===== src/include/posn_status_pkg.sv =====
// Shared constants and carriers for the positioning status block
package posn_status_pkg;

    // ****************************************
    // Widths and counts
    // ****************************************
    localparam int unsigned DIST_W        = 32;
    localparam int unsigned RANGE_W       = 16;
    localparam int unsigned SHIFT_W       = 32;
    localparam int unsigned ALARM_CODE_W  = 8;
    localparam int unsigned PAST_ALARMS   = 5;

    // ****************************************
    // Reset values and clear digit codes
    // ****************************************
    localparam logic [RANGE_W-1:0]      ROUGH_RANGE_RST  = 16'h0000;
    localparam logic [SHIFT_W-1:0]      HOME_SHIFT_RST   = 32'h0000_0000;
    localparam logic                    CLEAR_NONE       = 1'b0;
    localparam logic                    CLEAR_LOG        = 1'b1;
    localparam logic [ALARM_CODE_W-1:0] ALARM_NONE       = 8'h00;

    // ****************************************
    // Power-up sequencer states
    // ****************************************
    typedef enum logic [1:0] {
        ST_POWERUP = 2'b00,
        ST_CLEAR   = 2'b01,
        ST_RUN     = 2'b10
    } seq_state_t;

    // Alarm log as seen by the host
    typedef struct packed {
        logic [ALARM_CODE_W-1:0]             current;
        logic [PAST_ALARMS*ALARM_CODE_W-1:0] past;
    } alarm_log_t;

    // Status flags towards the field network
    typedef struct packed {
        logic rough_match_flag;
        logic in_position_flag;
    } remote_flags_t;

endpackage


===== src/design/positioning_status.sv =====
// Positioning status flags, home shift handling and alarm history log
`timescale 1ns/1ps
`default_nettype none

// Functional notes
// - Log current alarm plus five past alarms
// - Clear digit: 0 keep, 1 clear log
// - Clear digit returns to 0 after clearing
// - Clear request acts only at next power-up
// - Rough match set when remaining within range
// - Rough range 0 to 65535 pulses
// - Home shift used only with absolute detection
// - Home shift not applied at home set
// - Large shift holds in-position off at power-on
module positioning_status
(
    input  wire logic                                     clock,
    input  wire logic                                     rst_n,
    input  wire logic                                     power_up,
    input  wire logic                                     absolute_mode,
    input  wire logic                                     home_set,
    input  wire logic [posn_status_pkg::DIST_W-1:0]       remaining_distance,
    input  wire logic [posn_status_pkg::DIST_W-1:0]       position_error,
    input  wire logic [posn_status_pkg::DIST_W-1:0]       in_position_range,
    input  wire logic [posn_status_pkg::RANGE_W-1:0]      rough_match_range_setting,
    input  wire logic [posn_status_pkg::SHIFT_W-1:0]      home_shift_setting,
    input  wire logic                                     clear_write,
    input  wire logic                                     clear_write_value,
    input  wire logic                                     alarm_event,
    input  wire logic [posn_status_pkg::ALARM_CODE_W-1:0] alarm_code,
    output logic                                          alarm_log_clear_setting,
    output logic [posn_status_pkg::SHIFT_W-1:0]           home_shift_distance,
    output posn_status_pkg::alarm_log_t                   alarm_log,
    output posn_status_pkg::remote_flags_t                flags
);

    localparam int unsigned CW = posn_status_pkg::ALARM_CODE_W;
    localparam int unsigned NP = posn_status_pkg::PAST_ALARMS;

    // ****************************************
    // Sequencer and held settings
    // ****************************************
    posn_status_pkg::seq_state_t          state_reg, state_next;
    logic                                 clear_reg, clear_next;
    logic [posn_status_pkg::SHIFT_W-1:0]  shift_reg, shift_next;
    logic                                 hold_inpos_reg, hold_inpos_next;
    logic [CW-1:0]                        log_reg [0:NP];
    logic [CW-1:0]                        log_next [0:NP];
    logic                                 rough_reg, rough_next;
    logic                                 inpos_reg, inpos_next;

    always_comb
    begin
        state_next      = state_reg;
        clear_next      = clear_reg;
        shift_next      = shift_reg;
        hold_inpos_next = hold_inpos_reg;
        // Setting is stored but acts only at power-up
        if (clear_write)
        begin
            clear_next = clear_write_value;
        end
        case (state_reg)
            posn_status_pkg::ST_POWERUP:
            begin
                // Shift latched here only, never at home set
                shift_next = absolute_mode ? home_shift_setting
                           : posn_status_pkg::HOME_SHIFT_RST;
                hold_inpos_next = absolute_mode &&
                    (home_shift_setting > in_position_range);
                state_next = (clear_reg == posn_status_pkg::CLEAR_LOG)
                           ? posn_status_pkg::ST_CLEAR
                           : posn_status_pkg::ST_RUN;
            end
            posn_status_pkg::ST_CLEAR:
            begin
                // Self-return beats a host write in this cycle
                clear_next = posn_status_pkg::CLEAR_NONE;
                state_next = posn_status_pkg::ST_RUN;
            end
            posn_status_pkg::ST_RUN:
            begin
                if (power_up)
                begin
                    state_next = posn_status_pkg::ST_POWERUP;
                end
                // Home set releases the power-on hold
                if (hold_inpos_reg && home_set)
                begin
                    hold_inpos_next = 1'b0;
                end
            end
            default:
            begin
                state_next = posn_status_pkg::ST_POWERUP;
            end
        endcase
    end

    // ****************************************
    // Sequencer registers
    // ****************************************
    // Reset acts as the first power-on
    always_ff @(posedge clock or negedge rst_n)
    begin
        if (!rst_n)
        begin
            state_reg      <= posn_status_pkg::ST_POWERUP;
            clear_reg      <= posn_status_pkg::CLEAR_NONE;
            shift_reg      <= posn_status_pkg::HOME_SHIFT_RST;
            hold_inpos_reg <= 1'b0;
        end
        else
        begin
            state_reg      <= state_next;
            clear_reg      <= clear_next;
            shift_reg      <= shift_next;
            hold_inpos_reg <= hold_inpos_next;
        end
    end

    // ****************************************
    // Alarm history shift register
    // ****************************************
    always_comb
    begin
        for (int i = 0; i <= NP; i++)
        begin
            log_next[i] = log_reg[i];
        end
        if (state_reg == posn_status_pkg::ST_CLEAR)
        begin
            for (int i = 0; i <= NP; i++)
            begin
                log_next[i] = posn_status_pkg::ALARM_NONE;
            end
        end
        else if (alarm_event)
        begin
            // Entry 0 is current; older ones age toward NP
            log_next[0] = alarm_code;
            for (int i = 1; i <= NP; i++)
            begin
                log_next[i] = log_reg[i-1];
            end
        end
    end

    // ****************************************
    // Alarm history registers
    // ****************************************
    // Log survives power_up; only reset or a clear empties it
    always_ff @(posedge clock or negedge rst_n)
    begin
        if (!rst_n)
        begin
            for (int i = 0; i <= NP; i++)
            begin
                log_reg[i] <= posn_status_pkg::ALARM_NONE;
            end
        end
        else
        begin
            for (int i = 0; i <= NP; i++)
            begin
                log_reg[i] <= log_next[i];
            end
        end
    end

    // ****************************************
    // Status flags
    // ****************************************
    logic [posn_status_pkg::DIST_W-1:0] rough_limit;
    assign rough_limit = {{(posn_status_pkg::DIST_W-
                           posn_status_pkg::RANGE_W){1'b0}},
                          rough_match_range_setting};

    always_comb
    begin
        // Unsigned compare: full 16-bit range usable
        rough_next = (remaining_distance <= rough_limit);
        inpos_next = (position_error <= in_position_range) &&
                     !hold_inpos_reg &&
                     (state_reg == posn_status_pkg::ST_RUN);
    end

    // Registered so the host never sees a compare glitch
    always_ff @(posedge clock or negedge rst_n)
    begin
        if (!rst_n)
        begin
            rough_reg <= 1'b0;
            inpos_reg <= 1'b0;
        end
        else
        begin
            rough_reg <= rough_next;
            inpos_reg <= inpos_next;
        end
    end

    // ****************************************
    // Outputs
    // ****************************************
    logic [NP*CW-1:0] past_flat;

    assign alarm_log_clear_setting = clear_reg;
    assign home_shift_distance     = shift_reg;
    assign flags                   = {rough_reg, inpos_reg};
    assign alarm_log               = {log_reg[0], past_flat};

    // Newest past entry sits in the lowest byte
    genvar g;
    generate
        for (g = 1; g <= NP; g++)
        begin : g_past
            assign past_flat[(g-1)*CW +: CW] = log_reg[g];
        end
    endgenerate

endmodule

`default_nettype wire


===== config.mk =====
export PLATFORM = sky130hd
export DESIGN_NAME = positioning_status
export DESIGN_NICKNAME = d
export VERILOG_FILES = /design/src/include/posn_status_pkg.sv /design/src/design/positioning_status.sv
export SDC_FILE = /design/constraint.sdc
export NUM_CORES = 1
export LEC_CHECK = 0
export ABC_AREA = 1
export BUFFER_PORTS_ARGS = -buffer_cell sky130_fd_sc_hd__buf_2
export CORE_MARGIN = 2
export CORE_UTILIZATION = 45
export CTS_BUF_LIST = sky130_fd_sc_hd__clkbuf_8
export DETAILED_ROUTE_END_ITERATION = 8
export GPL_TIMING_DRIVEN = 0
export HOLD_SLACK_MARGIN = 0.1
export PLACE_DENSITY_LB_ADDON = 0.1
export SYNTH_ARGS = -nofsm -noshare
export SYNTH_HDL_FRONTEND = slang
export SYNTH_SLANG_ARGS = --single-unit

===== constraint.sdc =====
create_clock -name clock -period 1.2 [get_ports clock]
set_clock_uncertainty 0.05 [all_clocks]
set_input_delay 0.18 -clock clock [delete_from_list [all_inputs] [get_ports clock]]
set_output_delay 0.18 -clock clock [all_outputs]
set_load 0.1 [all_outputs]

==> results.yml <==
run_status:
  status: "complete, but fails checks"
  violations: "setup timing"
drt:
  firstDrtPassIters: 6
  drt-met1-wl_um: 7270
  dr_wl_met3_um: 1340
  top_layer: "met4"
  drc_errors: 0
  dr_total_vias: 6140
  avgViaCountPerCell: 5.27
  wire_per_inst_um: 16.9
  drt_wl_total_um: 19600
  dr_wl_met2_um: 10400
  postRouteAntennaNets: 0
  drt_iter0_markers: 365
setup_path:
  startpoint: "state_reg[0]"
  critPathSlowestCell: "dfrtp_1"
  critical_path.max_stage_delay_ns: 0.43
  path_max_fanout: 10
  critical_path_class: "register to register"
  crit_arrival_ns: 1.50
  r2r_start: "state_reg[0]"
  cp-start-kind: "register"
  path_cells: "inv_2 -> nor2_4 -> inv_4 -> buf_8 -> o21ai_1 -> a21oi_1"
  critPathCaptureType: "register"
  critPathRequiredTime_ns: 1.40
job:
  maxCapViolations: 0
timing:
  relSlewSlack: 0.527
  hold_viol_final: 0
  setup_ws_ns: -0.0985
  period_share: 1.08
  grt_setup_unrepaired: "yes"
  slew_violations: 0
  tightest_slew_ns: 0.710
  setup_viol: 75
  min_period_ns: 1.30
  fmax_ghz: 0.770
power_and_ir_drop:
  cellLeakagePower_uw: 0.00480
  intPower_uw: 11300
  net-switching-power_uw: 14400
  seq_power_share: 0.222
  totalPowerFinal_uw: 25700
  ir_worst_vdd_mv: 2.22
  comb_power_share: 0.696
  pwr-share-clk: 0.081
  powerDensity_mw_per_mm2: 2730
  swShare: 0.561
placed_design:
  gp_congestion: 0.822
  dpl.hpwl_um: 12400
  portBuffers: 241
  dpl_cell_area_mm2: 0.00711
min_path:
  worstHoldPathType: "input port to register"
  hp-start: "remaining_distance[31]"
clock_network:
  clock_sinks: 86
  clk_latency_ns: 0.37
  root_buffer: "clkbuf_8"
  cts_buffer_depth: 2
  h-tree-depth: 3
  cts_tree: "done"
  cts.clk_slew.worst_paths_ns: 0.12
  cts_inserted_buffers: 9
floorplan:
  die_h_um: 114
  coreArea_mm2: 0.0119
  die_x_um: 114
  rows: 40
  pin_count: 243
  dieArea_mm2: 0.0130
  start_util: 0.456
cells_and_area:
  fillers: 761
  n_antenna_cell: 0
  fin_nets: 1253
  largest_reg_flops: 48
  synthToLayoutAreaGrowth_pct: 73.4
  fin_util: 0.790
  seq_area_mm2: 0.00225
  drive_above_1_share: 0.452
  multi_input_area_mm2: 0.00309
  fin_area_mm2: 0.00941
  final_common_cell: "buf_2"
  layout_common_cells: "buf_2 (161), nand2_1 (138), dfrtp_2 (82)"
global_routing:
  track_usage: 0.268
  antenna_found_initial: 1
  first_global_vias: 6067
  overflow: 0
  grt_first_pass_wirelength_um: 28000
  grt_max_degree: 56
synthesis:
  yosysWarnings: 0
  netlist-cell-type-count: 28
  syn_nets: 926
  ys_seq_area_frac: 0.396
  synth_area_mm2: 0.00543
  postSynthCellCount: 686
  ys_ff_latch: 86
  syn_area_per_cell_um2: 7.91
[logic make-up after synthesis]
| logic type | synth area share |
|---|---|
| AO/OA/AOI/OAI | 0.125 |
| AND/OR/NAND/NOR | 0.205 |
| flip-flops | 0.396 |
| buffers and inverters | 0.0888 |
| adder cells (fa/ha/maj) | 0.184 |
[cells in the mapped netlist, drive strengths merged]
| cell | count | area, um^2 |
|---|---|---|
| o21a | 3 | 22.5 |
| nand4 | 5 | 31.3 |
| inv | 93 | 349 |
| o21bai | 2 | 15.0 |
| o221ai | 1 | 8.76 |
| nand3 | 40 | 200 |
| o31ai | 1 | 7.51 |
| nor4 | 4 | 25.0 |
| clkbuf | 8 | 30.0 |
| nor3 | 3 | 20.0 |
| a31oi | 1 | 6.26 |
| nor2 | 75 | 292 |
| o21ai | 34 | 170 |
| or2 | 2 | 12.5 |
| a21o | 2 | 15.0 |
| a41oi | 1 | 8.76 |
| buf | 18 | 103 |
| nand2 | 142 | 533 |
| ha | 80 | 1000 |
| a21oi | 85 | 425 |
| dfrtp | 86 | 2150 |
[area by class of cell]
type | instances | share of cell area
Clock inverter | 7 | 0.00784
Multi-Input combinational cell | 481 | 0.329
Inverter | 93 | 0.0395
Sequential cell | 86 | 0.240
Timing Repair Buffer | 318 | 0.333
Buffer | 24 | 0.0182
Clock buffer | 9 | 0.0132
Tap cell | 147 | 0.0195
[metrics by stage]
step | worst slack, ns | setup TNS, ns | instances | hold WS [ns]
after floorplan | -0.0220 | -0.0220 | 686 | -0.166
after global routing | -0.275 | -6.35 | 1165 | 0.123
after CTS | -0.0483 | -1.41 | 1155 | 0.0906
after detailed placement | -0.331 | -5.92 | 1075 | 0.108
after global placement | -0.997 | -89.49 | 1074 | 0.356
final | -0.0985 | -1.44 | 1165 | 0.102
[metal layers]
metal,global-route usage,vias to the layer above
li1,-,2897
met1,0.318,2880
met2,0.491,301
met3,0.0558,62
met4,0.0764,0
met5,0,-
[power groups by stage]
stage               Combinational [uW]  Clock, uW  Sequential (uW)
global placement                 12900          0             4940
global route                     18600       2240             5810
finish                           17900       2100             5720
detailed placement               13000          0             4980
CTS                              16300       2110             5440
floorplan                         2360          0            13200
[worst max-delay path, delay by kind of cell (launching register included)]
family	cells	cell delay, ns
AND/OR/NAND/NOR	1	0.17
buffers and inverters	3	0.33
flip-flops	1	0.43
AO/OA/AOI/OAI	2	0.22
[path summary, 6_finish.rpt]
| check | to | slack, ns | cells after the start |
|---|---|---|---|
| max | alarm_log[7] | -0.1 | 6 |
| min | rough_reg | 0.10 | 6 |
| max reg2reg | alarm_log[7] | -0.1 | 6 |
| min reg2reg | hold_inpos_reg | 0.45 | 2 |
| max in group asynchronous | home_shift_distance[29] | 0.20 | 3 |
| min in group asynchronous | home_shift_distance[7] | 0.27 | 2 |
[repair_timing]
action | 4_1_cts | 5_1_grt
hold buffers | 47 | 0
setup buffers | 19 | 9
resized for setup | 282 | 112
endpoints found under the hold margin | 75 | 0
setup endpoints to repair | 140 | 151
gates cloned | 0 | 1
pin swaps | 2 | 6
Note: power is estimated with default switching activity, not from simulation.
